<file path="src/logic/tdot_defs.svh">
`ifndef TDOT_DEFS_SVH
`define TDOT_DEFS_SVH

// Register indices; the byte address is four times the index
`define TDOT_IDX_MODE      8'h2D
`define TDOT_IDX_SELF      8'h2E
`define TDOT_IDX_THR       8'h2F
`define TDOT_IDX_DUR       8'h30
`define TDOT_IDX_LAT       8'h31
`define TDOT_IDX_WIN       8'h32
`define TDOT_IDX_XOFS      8'h33
`define TDOT_IDX_YOFS      8'h34
`define TDOT_IDX_STAT      8'h40
`define TDOT_IDX_CLR       8'h41
`define TDOT_IDX_IEN       8'h42

`define TDOT_RST_BYTE      8'h00
`define TDOT_RST_MODE      2'h0

`define TDOT_MODE_STANDBY  2'h0
`define TDOT_MODE_MEASURE  2'h2

`define TDOT_SELF_TRIG_BIT 0
`define TDOT_SELF_OVR_BIT  1
`define TDOT_STAT_SGL_BIT  0
`define TDOT_STAT_DBL_BIT  1
`define TDOT_TRIM_W        5

// Timing and scale figures
`define TDOT_CLK_MHZ       25
`define TDOT_DUR_STEP_US   625
`define TDOT_LAT_STEP_MS   1.25
`define TDOT_THR_STEP_MG   62.5
`define TDOT_OFS_STEP_MG   15
`define TDOT_RAW_LSB_MG    0.25
`define TDOT_TRIM_LIMIT    15

`endif

</file>
<file path="src/logic/tdot_pkg.sv">
`default_nettype none

package tdot_pkg;

    typedef enum logic [2:0] {
        TDOT_IDLE,
        TDOT_ABOVE,
        TDOT_LATENCY,
        TDOT_WINDOW,
        TDOT_WIN_ABOVE,
        TDOT_WAIT_LOW
    } tdot_state_t;

    typedef logic [7:0] tdot_byte_t;

endpackage : tdot_pkg

`default_nettype wire

</file>
<file path="src/logic/tdot_top.sv">
`timescale 1ns/1ns
`default_nettype none
`include "tdot_defs.svh"

// Behaviour
// Tap threshold: 8-bit unsigned, resets zero
// Compare tap magnitude, 62.5 mg per step
// Threshold zero disables single and double tap
// Tap must end within duration, 625 us units
// Wait latency, 1.25 ms units, before window
// Latency zero disables double tap only
// Double tap needs second tap within window
// Signed 5-bit X/Y offset, 15 mg step
// User trim shares factory trim headroom
// Mode 00 standby, 10 measure, others reserved
// Sticky status flags for single/double tap
module tdot_top
    import tdot_pkg::*;
#(
    parameter int ADDR_W       = 12,
    parameter int DUR_STEP_CYC = `TDOT_DUR_STEP_US * `TDOT_CLK_MHZ,
    parameter int LAT_STEP_CYC = int'(`TDOT_LAT_STEP_MS * 1000.0 * `TDOT_CLK_MHZ),
    parameter int TRIM_LIMIT   = `TDOT_TRIM_LIMIT
) (
    input  wire logic               sys_clk,
    input  wire logic               rst_n,
    input  wire logic [ADDR_W-1:0]  paddr,
    input  wire logic               psel,
    input  wire logic               penable,
    input  wire logic               pwrite,
    input  wire logic [31:0]        pwdata,
    output var  logic [31:0]        prdata,
    output var  logic               pready,
    output var  logic               pslverr,
    input  wire logic               sample_valid,
    input  wire logic [13:0]        tap_mag,
    input  wire logic signed [13:0] raw_x,
    input  wire logic signed [13:0] raw_y,
    input  wire logic signed [5:0]  fact_x_trim,
    input  wire logic signed [5:0]  fact_y_trim,
    output var  logic signed [15:0] trim_x,
    output var  logic signed [15:0] trim_y,
    output var  logic               trim_valid,
    output var  logic               selfcheck_trigger,
    output var  logic               selfcheck_override,
    output var  logic               meas_active,
    output var  logic               single_tap,
    output var  logic               double_tap,
    output var  logic               irq
);

    localparam logic [15:0] DUR_LEN = 16'(DUR_STEP_CYC);
    localparam logic [15:0] LAT_LEN = 16'(LAT_STEP_CYC);
    localparam logic [8:0]  THR_GAIN =
        9'(int'(`TDOT_THR_STEP_MG / `TDOT_RAW_LSB_MG));
    localparam logic signed [15:0] OFS_GAIN =
        16'(int'(`TDOT_OFS_STEP_MG / `TDOT_RAW_LSB_MG));
    localparam logic signed [6:0] LIM_HI = 7'(TRIM_LIMIT);
    localparam logic signed [6:0] LIM_LO = -7'(TRIM_LIMIT);

    // Reset asserts at once but releases on sys_clk, after two flops
    logic rst_meta_n_r;
    logic rst_sync_n_r;

    always_ff @(posedge sys_clk or negedge rst_n) begin
        if (!rst_n) begin
            rst_meta_n_r <= 1'b0;
            rst_sync_n_r <= 1'b0;
        end else begin
            rst_meta_n_r <= 1'b1;
            rst_sync_n_r <= rst_meta_n_r;
        end
    end

    // Register state
    logic [1:0]   mode_r;
    logic [1:0]   self_r;
    tdot_byte_t   thr_r;
    tdot_byte_t   dur_r;
    tdot_byte_t   lat_r;
    tdot_byte_t   win_r;
    logic [`TDOT_TRIM_W-1:0] xofs_r;
    logic [`TDOT_TRIM_W-1:0] yofs_r;
    logic [1:0]   stat_r;
    logic [1:0]   ien_r;
    logic [31:0]  prdata_r;

    // Bus decode
    wire        setup_ph  = psel & ~penable;
    wire        access_ph = psel & penable;
    wire        wr_en     = access_ph & pwrite;
    wire [7:0]  wbyte     = pwdata[7:0];
    wire        hit_mode  = paddr == ADDR_W'({`TDOT_IDX_MODE, 2'b00});
    wire        hit_self  = paddr == ADDR_W'({`TDOT_IDX_SELF, 2'b00});
    wire        hit_thr   = paddr == ADDR_W'({`TDOT_IDX_THR, 2'b00});
    wire        hit_dur   = paddr == ADDR_W'({`TDOT_IDX_DUR, 2'b00});
    wire        hit_lat   = paddr == ADDR_W'({`TDOT_IDX_LAT, 2'b00});
    wire        hit_win   = paddr == ADDR_W'({`TDOT_IDX_WIN, 2'b00});
    wire        hit_xofs  = paddr == ADDR_W'({`TDOT_IDX_XOFS, 2'b00});
    wire        hit_yofs  = paddr == ADDR_W'({`TDOT_IDX_YOFS, 2'b00});
    wire        hit_stat  = paddr == ADDR_W'({`TDOT_IDX_STAT, 2'b00});
    wire        hit_clr   = paddr == ADDR_W'({`TDOT_IDX_CLR, 2'b00});
    wire        hit_ien   = paddr == ADDR_W'({`TDOT_IDX_IEN, 2'b00});
    wire        hit_any   = hit_mode | hit_self | hit_thr | hit_dur | hit_lat
                          | hit_win | hit_xofs | hit_yofs | hit_stat | hit_clr
                          | hit_ien;

    // Read mux; reserved bits and the clear register read zero
    wire [7:0]  rd_byte =
        hit_mode ? {6'h00, mode_r} :
        hit_self ? {6'h00, self_r} :
        hit_thr  ? thr_r :
        hit_dur  ? dur_r :
        hit_lat  ? lat_r :
        hit_win  ? win_r :
        hit_xofs ? {3'h0, xofs_r} :
        hit_yofs ? {3'h0, yofs_r} :
        hit_stat ? {6'h00, stat_r} :
        hit_ien  ? {6'h00, ien_r} : 8'h00;

    assign pready  = 1'b1;
    assign pslverr = access_ph & ~hit_any;
    assign prdata  = prdata_r;

    always_ff @(posedge sys_clk or negedge rst_sync_n_r) begin
        if (!rst_sync_n_r) begin
            prdata_r <= 32'h0000_0000;
        end else if (setup_ph) begin
            prdata_r <= {24'h00_0000, rd_byte};
        end
    end

    always_ff @(posedge sys_clk or negedge rst_sync_n_r) begin
        if (!rst_sync_n_r) begin
            mode_r <= `TDOT_RST_MODE;
            self_r <= 2'h0;
            thr_r  <= `TDOT_RST_BYTE;
            dur_r  <= `TDOT_RST_BYTE;
            lat_r  <= `TDOT_RST_BYTE;
            win_r  <= `TDOT_RST_BYTE;
            xofs_r <= 5'h00;
            yofs_r <= 5'h00;
            ien_r  <= 2'h0;
        end else if (wr_en) begin
            if (hit_mode) mode_r <= wbyte[1:0];
            if (hit_self) self_r <= wbyte[1:0];
            if (hit_thr)  thr_r  <= wbyte;
            if (hit_dur)  dur_r  <= wbyte;
            if (hit_lat)  lat_r  <= wbyte;
            if (hit_win)  win_r  <= wbyte;
            if (hit_xofs) xofs_r <= wbyte[`TDOT_TRIM_W-1:0];
            if (hit_yofs) yofs_r <= wbyte[`TDOT_TRIM_W-1:0];
            if (hit_ien)  ien_r  <= wbyte[1:0];
        end
    end

    assign selfcheck_trigger  = self_r[`TDOT_SELF_TRIG_BIT];
    assign selfcheck_override = self_r[`TDOT_SELF_OVR_BIT];

    // Reserved mode codes behave as standby
    assign meas_active = mode_r == `TDOT_MODE_MEASURE;

    // Tap qualification
    wire [16:0] thr_scaled = 17'(thr_r * THR_GAIN);
    wire        tap_en     = meas_active & (thr_r != 8'h00);
    wire        dbl_en     = lat_r != 8'h00;

    logic        above_r;
    tdot_state_t state_r;
    tdot_state_t state_nxt;
    logic [15:0] pre_r;
    logic [15:0] pre_nxt;
    logic [8:0]  cnt_r;
    logic [8:0]  cnt_nxt;
    logic        sgl_nxt;
    logic        dbl_nxt;
    logic        sgl_r;
    logic        dbl_r;

    // Magnitude test is refreshed on a new sample and cleared while tap_en is low
    always_ff @(posedge sys_clk or negedge rst_sync_n_r) begin
        if (!rst_sync_n_r) begin
            above_r <= 1'b0;
        end else if (!tap_en) begin
            above_r <= 1'b0;
        end else if (sample_valid) begin
            above_r <= {3'h0, tap_mag} > thr_scaled;
        end
    end

    wire        dur_phase = (state_r == TDOT_ABOVE) | (state_r == TDOT_WIN_ABOVE);
    wire [15:0] step_len  = dur_phase ? DUR_LEN : LAT_LEN;
    wire        tick      = pre_r == step_len - 16'h0001;
    wire [8:0]  cnt_inc   = tick ? cnt_r + 9'h001 : cnt_r;
    wire        too_long  = cnt_r > {1'b0, dur_r};

    always_comb begin
        state_nxt = state_r;
        pre_nxt   = tick ? 16'h0000 : pre_r + 16'h0001;
        cnt_nxt   = cnt_inc;
        sgl_nxt   = 1'b0;
        dbl_nxt   = 1'b0;
        case (state_r)
            TDOT_IDLE: begin
                if (above_r) begin
                    state_nxt = TDOT_ABOVE;
                end
            end
            TDOT_ABOVE: begin
                if (too_long) begin
                    state_nxt = TDOT_WAIT_LOW;
                end else if (!above_r) begin
                    sgl_nxt   = 1'b1;
                    state_nxt = dbl_en ? TDOT_LATENCY : TDOT_IDLE;
                end
            end
            TDOT_LATENCY: begin
                // Leave even if latency was cleared or lowered meanwhile
                if (!dbl_en) begin
                    state_nxt = TDOT_IDLE;
                end else if (cnt_inc >= {1'b0, lat_r}) begin
                    state_nxt = TDOT_WINDOW;
                end
            end
            TDOT_WINDOW: begin
                if (above_r) begin
                    state_nxt = TDOT_WIN_ABOVE;
                end else if (cnt_inc >= {1'b0, win_r}) begin
                    state_nxt = TDOT_IDLE;
                end
            end
            TDOT_WIN_ABOVE: begin
                if (too_long) begin
                    state_nxt = TDOT_WAIT_LOW;
                end else if (!above_r) begin
                    dbl_nxt   = 1'b1;
                    state_nxt = TDOT_IDLE;
                end
            end
            TDOT_WAIT_LOW: begin
                if (!above_r) begin
                    state_nxt = TDOT_IDLE;
                end
            end
            default: begin
                state_nxt = TDOT_IDLE;
            end
        endcase
        if (!tap_en) begin
            state_nxt = TDOT_IDLE;
            sgl_nxt   = 1'b0;
            dbl_nxt   = 1'b0;
        end
        // Each phase starts timing from zero
        if (state_nxt != state_r) begin
            pre_nxt = 16'h0000;
            cnt_nxt = 9'h000;
        end
    end

    always_ff @(posedge sys_clk or negedge rst_sync_n_r) begin
        if (!rst_sync_n_r) begin
            state_r <= TDOT_IDLE;
            pre_r   <= 16'h0000;
            cnt_r   <= 9'h000;
            sgl_r   <= 1'b0;
            dbl_r   <= 1'b0;
        end else begin
            state_r <= state_nxt;
            pre_r   <= pre_nxt;
            cnt_r   <= cnt_nxt;
            sgl_r   <= sgl_nxt;
            dbl_r   <= dbl_nxt;
        end
    end

    assign single_tap = sgl_r;
    assign double_tap = dbl_r;

    // Sticky status; a new event beats a clear in the same cycle
    wire [1:0] evt     = {dbl_r, sgl_r};
    wire [1:0] clr_bits = (wr_en & hit_clr) ? wbyte[1:0] : 2'h0;

    always_ff @(posedge sys_clk or negedge rst_sync_n_r) begin
        if (!rst_sync_n_r) begin
            stat_r <= 2'h0;
        end else begin
            stat_r <= (stat_r & ~clr_bits) | evt;
        end
    end

    assign irq = |(stat_r & ien_r);

    // Offset trim per axis
    wire signed [13:0] raw_a  [2];
    wire signed [5:0]  fact_a [2];
    wire [4:0]         user_a [2];
    logic signed [15:0] trim_r [2];

    assign raw_a[0]  = raw_x;
    assign raw_a[1]  = raw_y;
    assign fact_a[0] = fact_x_trim;
    assign fact_a[1] = fact_y_trim;
    assign user_a[0] = xofs_r;
    assign user_a[1] = yofs_r;

    genvar g;
    generate
        for (g = 0; g < 2; g++) begin : g_axis
            wire signed [6:0] user_s = {{2{user_a[g][4]}}, user_a[g]};
            wire signed [6:0] fact_s = {fact_a[g][5], fact_a[g]};
            wire signed [6:0] sum    = fact_s + user_s;
            // Factory and user trim share one clamp
            wire signed [6:0] lim    = (sum > LIM_HI) ? LIM_HI :
                                       (sum < LIM_LO) ? LIM_LO : sum;
            wire signed [15:0] ofs   = 16'($signed({{9{lim[6]}}, lim}) * OFS_GAIN);
            wire signed [15:0] res   = {{2{raw_a[g][13]}}, raw_a[g]} + ofs;

            always_ff @(posedge sys_clk or negedge rst_sync_n_r) begin
                if (!rst_sync_n_r) begin
                    trim_r[g] <= 16'h0000;
                end else if (sample_valid && meas_active) begin
                    trim_r[g] <= res;
                end
            end
        end
    endgenerate

    logic tv_r;

    // Valid strobe lines up with the trimmed axis registers
    always_ff @(posedge sys_clk or negedge rst_sync_n_r) begin
        if (!rst_sync_n_r) begin
            tv_r <= 1'b0;
        end else begin
            tv_r <= sample_valid & meas_active;
        end
    end

    assign trim_x     = trim_r[0];
    assign trim_y     = trim_r[1];
    assign trim_valid = tv_r;

endmodule : tdot_top

`default_nettype wire

</file>
<file path="config.mk">
export PLATFORM = sky130hd
export DESIGN_NAME = tdot_top
export DESIGN_NICKNAME = d
export VERILOG_FILES = /design/src/logic/tdot_pkg.sv /design/src/logic/tdot_top.sv
export VERILOG_INCLUDE_DIRS = /design/src /design/src/logic
export SDC_FILE = /design/constraint.sdc
export NUM_CORES = 1
export LEC_CHECK = 0
export BUFFER_PORTS_ARGS = -buffer_cell sky130_fd_sc_hd__buf_2
export CAP_MARGIN = 20
export CORE_ASPECT_RATIO = 0.9
export CORE_MARGIN = 2
export CORE_UTILIZATION = 35
export CTS_BUF_LIST = sky130_fd_sc_hd__clkbuf_8
export CTS_CLUSTER_DIAMETER = 100
export DETAILED_ROUTE_END_ITERATION = 12
export GPL_TIMING_DRIVEN = 0
export PLACE_DENSITY = 0.52
export SLEW_MARGIN = 0
export SYNTH_ARGS = -nofsm -noshare
export SYNTH_HDL_FRONTEND = slang
export SYNTH_SLANG_ARGS = --single-unit
</file>
<file path="constraint.sdc">
create_clock -name sys_clk -period 3.9 [get_ports sys_clk]
set_clock_uncertainty 0.1 [all_clocks]
set_input_delay 0.78 -clock sys_clk [delete_from_list [all_inputs] [get_ports sys_clk]]
set_output_delay 0.78 -clock sys_clk [all_outputs]
set_load 0.02 [all_outputs]
</file>
==> impl_metrics.py, run 1 <==
metrics = {
    "synthesis": {
        "synthXorXnorAreaFrac_pct": 6.729,
        "yosysWarnings": 0,
        "postSynthCellCount": 1261,
        "avgSynthCellArea_um2": 9.157,
        "synth_cell_types": 74,
        "synthArstFlopShare_pct": 100.0,
        "ys_ff_latch": 122,
        "yosys.area_share.simple_pct": 14.52,
        "synth_compound_area_share_pct": 18.37,
        "yosys.area_share.adder_pct": 23.95,
        "ys_seq_area_share_pct": 26.44,
        "synth_mux_area_share_pct": 3.251,
        "synth_flop_cell": "dfrtp_1",
        "synth_area_um2": 11550,
        "synth_top_family_by_area": "adder cells",
        "synth_edf_count": 0,
    },
    "worst_setup_path": {
        "endpoint_kind": "register",
        "r2r-end": "trim_x[13]",
        "worst-path-buf-inv": 1,
        "reg2reg_slack_ns": -1.68,
        "reg2reg_depth": 23,
        "crit_chain": "ha_1 > a21o_1 > a21oi_2 > o21bai_1 > a21oi_2 > xnor2_4 > buf_4 > nor3_4 > nor3_1 > ha_1 > fa_1 > fa_1 > ha_4 > o21a_1 > a21o_1 > a21o_1 > xor2_4 > ha_4 > or3_4 > o21ai_2 > a21oi_2 > xnor2_1 > o21ai_1",
        "timing.rr.start": "xofs_r[1]",
        "slowest_stage": "fa_1",
        "required_ns": 4.13,
        "crit_type": "reg2reg",
        "cp_max_fo": 5,
        "crit_family": "adder cells",
        "start_kind": "register",
        "worstPathArrival_ns": 5.81,
        "crit_path_max_incr_delay_ns": 0.54,
    },
    "flow_run": {
        "maxCapViolCount": 0,
    },
    "die": {
        "dieArea_um2": 34460,
        "die_y_um": 176.3,
        "ios": 177,
        "die_w_um": 195.5,
        "std_cell_rows": 63,
        "coreArea_um2": 32710,
        "start_util_pct": 35.30,
    },
    "global_route": {
        "grt_antenna_before_repair": 0,
        "grt_pass1_vias": 10280,
        "gr-usage-all-layers_pct": 18.65,
        "grt_pass1_wl_um": 51730,
        "grt.overflow.total": 0,
        "grt_max_degree": 54,
    },
    "cells_and_area": {
        "diodes": 0,
        "nets": 1856,
        "drive_above_1_share_pct": 38.90,
        "area_delta_synth_final_pct": 38.61,
        "layout_common_cells": "buf_4, buf_2, ha_1",
        "final_common_cell": "buf_4",
    },
    "clocking": {
        "ctsRootBufferMaster": "clkbuf_8",
        "path_clk_slew_ns": 0.08,
        "clock_path_buffers": 2,
        "htreeDepth": 4,
        "cts_tree": "built",
        "cts.sinks": 122,
        "clock_latency_ns": 0.45,
        "numCtsBuffers": 17,
    },
    "route": {
        "first_pass_iters": 5,
        "vias_per_cell": 5.068,
        "finalWirelength_um": 32060,
        "drtIter0Drc": 542,
        "wl_per_cell_um": 16.11,
        "drt.antenna.violating_nets": 0,
        "vias": 10090,
        "drc": 0,
    },
    "sta": {
        "min_period_ns": 5.581,
        "worstMarginPinSlew_ns": 0.9852,
        "max_freq_mhz": 179.2,
        "slew_viol_final": 0,
        "worst_slack_ns": -1.681,
        "timing.final.crit_share_pct": 143.1,
        "setup_viol": 21,
        "setup_tns_ns": -25.53,
        "whs_ns": 0.1714,
        "slew_headroom_pct": 33.63,
        "rsz0062_at_grt": "yes",
        "final_hold_viol_count": 0,
    },
    "pwr": {
        "vdd.ir_drop.worst_uv": 363.9,
        "power.density_nw_per_um2": 475.3,
        "leakagePower_nw": 7.301,
    },
    "hold_path": {
        "hold_path_class": "reg2async",
    },
    "outcome": {
        "outcome": "finished, violations left",
        "violations": "negative setup slack",
    },
    "placement": {
        "hpwl_um": 23560,
        "io_buffers": 124,
        "gp_congestion": 0.8087,
    },
}
synth_stat cells, types with 11 or more instances:
cell	number	area [µm²]
a211oi_2	11	137.6
o21bai_1	15	112.6
nand4_1	14	87.58
a21oi_1	50	250.2
fa_1	40	800.8
nor2b_1	18	112.6
o21ai_0	101	505.5
xor2_1	37	324.1
a21o_1	20	150.1
mux2_2	28	315.3
nor2_1	78	292.8
buf_4	28	210.2
a211oi_1	11	82.58
xnor2_1	48	420.4
o2111ai_1	12	105.1
nor3_1	30	150.1
nand3_1	35	175.2
dfrtp_1	122	3053
ha_1	157	1964
nand2_1	98	367.9
inv_1	105	394.1
a31oi_1	14	87.58
clkbuf_1	29	108.9
layout make-up:
cell class | instances | area, µm²
Buffer | 63 | 445.4
Clock inverter | 14 | 146.4
Clock buffer | 18 | 247.7
Inverter | 107 | 416.7
Sequential cell | 122 | 3070
Multi-Input combinational cell | 992 | 9384
Tap cell | 422 | 528.0
Fill cell | 3018 | 16710
Timing Repair Buffer | 252 | 1767
timing repair:
item                       CTS  global route
pin swaps                  142            95
gates cloned                 1             4
hold buffers                 1             0
setup endpoints to repair   49            49
hold endpoints to repair     2             0
gates resized for setup    160           131
setup buffers               90            31
report_power, final:
part	switching, mW	internal [mW]	total [mW]
registers	0.0123	1.28	1.29
logic	2.42	2.74	5.16
clock network	0.578	0.584	1.16
worst max-delay path by stage:
stage | startpoint | endpoint | depth (start not counted)
floorplan | fact_x_trim[0] | trim_x[13] | 28
global placement | fact_x_trim[0] | trim_x[13] | 29
detailed placement | fact_x_trim[0] | trim_x[13] | 29
CTS | yofs_r[0] | trim_y[14] | 30
global route | yofs_r[1] | trim_y[13] | 28
finish | xofs_r[1] | trim_x[13] | 23
registers in the layout, summed over array words and instances, names as in the netlist, 2 cells and up:
name	flops
cnt_r	9
pre_r	16
state_r	3
win_r	8
prdata	8
stat_r	2
dur_r	8
trim_y	15
xofs_r	5
yofs_r	5
self_r	2
lat_r	8
mode_r	2
trim_x	15
ien_r	2
thr_r	8
per-layer routing:
layer	vias up	global-route usage [%]	wire length, µm
met1	4837	24.74	14830
met3	13	2.713	1089
met5	-	0	0
met4	0	3.403	215
met2	204	32.60	15930
li1	5031	-	-
metrics by stage:
stage / worst slack (ns) / instances / total power, mW / cell area [µm²] / utilization [%]
2_1_floorplan: -2.016 / 1285 / 4.015 / 11950 / -
3_3_place_gp: -2.579 / 1831 / 4.496 / 13100 / 40.05
3_5_place_dp: -2.671 / 1834 / 4.569 / 13170 / 40.24
4_1_cts: -1.566 / 1956 / 6.727 / 15010 / 45.87
5_1_grt: -2.007 / 1990 / 8.168 / 16010 / 48.93
6_report: -1.681 / 1990 / 7.607 / 16010 / 48.93
kinds of logic (layout without fill, tap and decap cells):
group                    Yosys count  count (layout)
AO/OA/AOI/OAI                    311             311
XOR/XNOR                          87              87
adder cells (fa/ha/maj)          197             197
buffers and inverters            171             454
flip-flops                       122             122
multiplexers                      34              34
other                              2              26
AND/OR/NAND/NOR                  337             337
Note: power is estimated with default switching activity, not from simulation.
==> run 2, diff against run 1 <==
PLACE_DENSITY = 0.66   (was 0.52)
==> run 2 against run 1 <==
Against the previous run: the run still ends with negative setup slack left; power barely moved; routed wire length up 2.6%; clock power is 6% higher; flip-flop and latch count unchanged; die area unchanged; global-route usage fell by 0.26 points; register-to-register slack worse by 0.03 ns; critical path type is now in2reg; critical endpoint is now trim_x[11].
==> impl_metrics.py, run 2 (synthesis gave the netlist of run 1 again) <==
metrics = {
    "outcome": {
        "outcome": "finished, violations left",
        "violations": "negative setup slack",
    },
    "global_route": {
        "grt_antenna_before_repair": 1,
        "grt_pass1_vias": 10390,
        "grt.overflow.total": 0,
        "grt_max_degree": 70,
        "grt_pass1_wl_um": 51250,
        "gr-usage-all-layers_pct": 18.39,
    },
    "route": {
        "vias_per_cell": 5.210,
        "first_pass_iters": 9,
        "finalWirelength_um": 32880,
        "wl_per_cell_um": 16.53,
        "drc": 0,
        "drt.antenna.violating_nets": 0,
        "vias": 10360,
        "drtIter0Drc": 617,
    },
    "sta": {
        "final_hold_viol_count": 0,
        "max_freq_mhz": 178.3,
        "worst_slack_ns": -1.708,
        "slew_viol_final": 0,
        "slew_headroom_pct": 36.81,
        "setup_viol": 21,
        "min_period_ns": 5.608,
        "timing.final.crit_share_pct": 143.8,
        "rsz0062_at_grt": "yes",
        "setup_tns_ns": -26.23,
        "worstMarginPinSlew_ns": 0.9379,
    },
    "clocking": {
        "htreeDepth": 4,
        "numCtsBuffers": 17,
        "clock_latency_ns": 0.47,
        "ctsRootBufferMaster": "clkbuf_8",
        "path_clk_slew_ns": 0.08,
        "cts_tree": "built",
        "cts.sinks": 122,
        "clock_path_buffers": 2,
    },
    "cells_and_area": {
        "largest_register_ffs": 16,
        "layout_common_cells": "buf_4, buf_2, ha_1",
        "nets": 1853,
        "multiInputGateArea_um2": 9404,
        "regMostFlops": "pre_r",
        "post-route-util_pct": 48.92,
        "fill_cells": 2899,
        "area_delta_synth_final_pct": 38.57,
        "seqCellArea_um2": 3070,
        "drive_above_1_share_pct": 38.98,
        "final_common_cell": "buf_4",
    },
    "die": {
        "die_w_um": 195.5,
        "std_cell_rows": 63,
        "dieArea_um2": 34460,
        "coreArea_um2": 32710,
        "start_util_pct": 35.30,
        "ios": 177,
        "die_y_um": 176.3,
    },
    "placement": {
        "hpwl_um": 23190,
        "gp_congestion": 0.8494,
        "io_buffers": 124,
    },
    "worst_setup_path": {
        "start_kind": "primary input",
        "worstPathArrival_ns": 5.85,
        "endpoint_kind": "register",
        "required_ns": 4.14,
        "crit_start": "fact_x_trim[1]",
        "cp_max_fo": 5,
        "timing.rr.start": "xofs_r[0]",
        "crit_type": "in2reg",
    },
    "flow_run": {
        "maxCapViolCount": 0,
    },
    "hold_path": {
        "hold_path_class": "reg2reg",
        "min-delay-start": "rst_meta_n_r",
    },
    "pwr": {
        "power.density_nw_per_um2": 474.9,
        "leakagePower_nw": 7.337,
        "vdd.ir_drop.worst_uv": 373.2,
    },
}
[run 2: changes by cell type in the layout (fill, tap and decap cells not counted), moves of 4 or more]
cell | before | now
ha_1 | 114 | 118
inv_2 | 16 | 20
nor2_4 | 2 | 7
o2111ai_1 | 0 | 5
o2111ai_2 | 13 | 8
o21ai_2 | 31 | 26
o21ai_4 | 4 | 9
[run 2: repair_timing]
item | CTS | global route
pin swaps | 115 | 111
resized for setup | 165 | 135
hold endpoints to repair | 2 | 0
endpoints found under the setup margin | 50 | 48
hold buffers | 1 | 0
buffers inserted | 78 | 42
gates cloned | 0 | 3
[run 2: area by class of cell]
| class | count | area share [%] |
|---|---|---|
| clock buffer | 17 | 1.462 |
| sequential | 122 | 19.19 |
| timing repair buffer | 249 | 10.75 |
| buffer | 63 | 2.791 |
| antenna | 2 | 0.03128 |
| multi-input combinational | 992 | 58.77 |
| clock inverter | 15 | 1.103 |
| tap | 422 | 3.300 |
| inverter | 107 | 2.604 |
[run 2: power breakdown]
group	internal, mW	switching (mW)	leakage [nW]
registers	1.28	0.0172	1.52
clock network	0.631	0.598	0.196
logic	2.57	2.50	5.62
[run 2: final timing paths]
| path | endpoint | slack (ns) | cells after the start |
|---|---|---|---|
| setup / recovery | trim_x[11] | -1.71 | 28 |
| hold / removal | rst_sync_n_r | 0.26 | 0 |
| setup reg to reg | trim_x[11] | -1.71 | 28 |
| hold reg to reg | rst_sync_n_r | 0.26 | 0 |
| max in group asynchronous | xofs_r[1] | 2.58 | 1 |
| min in group asynchronous | above_r | 0.29 | 0 |
[run 2: layer usage]
layer  GRT usage (%)  wire [µm]
met1           23.34      14260
met2           32.04      16500
met3           3.419       1554
met4           5.153        562
met5               0          0
[run 2: per-stage QoR]
| step | power (mW) | cell area [µm²] | hold slack, ns | std cells | worst slack, ns |
|---|---|---|---|---|---|
| global placement | 4.450 | 13100 | 0.2334 | 1831 | -2.582 |
| CTS | 6.587 | 14970 | 0.2564 | 1942 | -1.613 |
| detailed placement | 4.537 | 13140 | 0.2379 | 1833 | -2.673 |
| global route | 8.077 | 16000 | 0.2591 | 1988 | -1.970 |
| finish | 7.600 | 16000 | 0.2553 | 1989 | -1.708 |
| floorplan | 4.015 | 11950 | 0.2312 | 1285 | -2.016 |
[run 2: critical path, stage by stage]
cell	delay (ns)
buf_2	0.13
inv_2	0.05
fa_2	0.39
buf_4	0.14
xor2_1	0.40
nand3b_1	0.16
o2111a_1	0.29
o21bai_4	0.20
ha_4	0.19
xor2_2	0.08
ha_1	0.29
inv_2	0.04
fa_1	0.55
inv_2	0.05
ha_4	0.26
a21oi_4	0.17
nor2_4	0.06
nor2_4	0.11
o21bai_1	0.08
a21oi_2	0.20
xnor2_1	0.11
ha_1	0.36
nand2_1	0.10
nand2_1	0.06
a41oi_2	0.21
nand2b_1	0.11
xnor2_1	0.18
o21ai_1	0.08
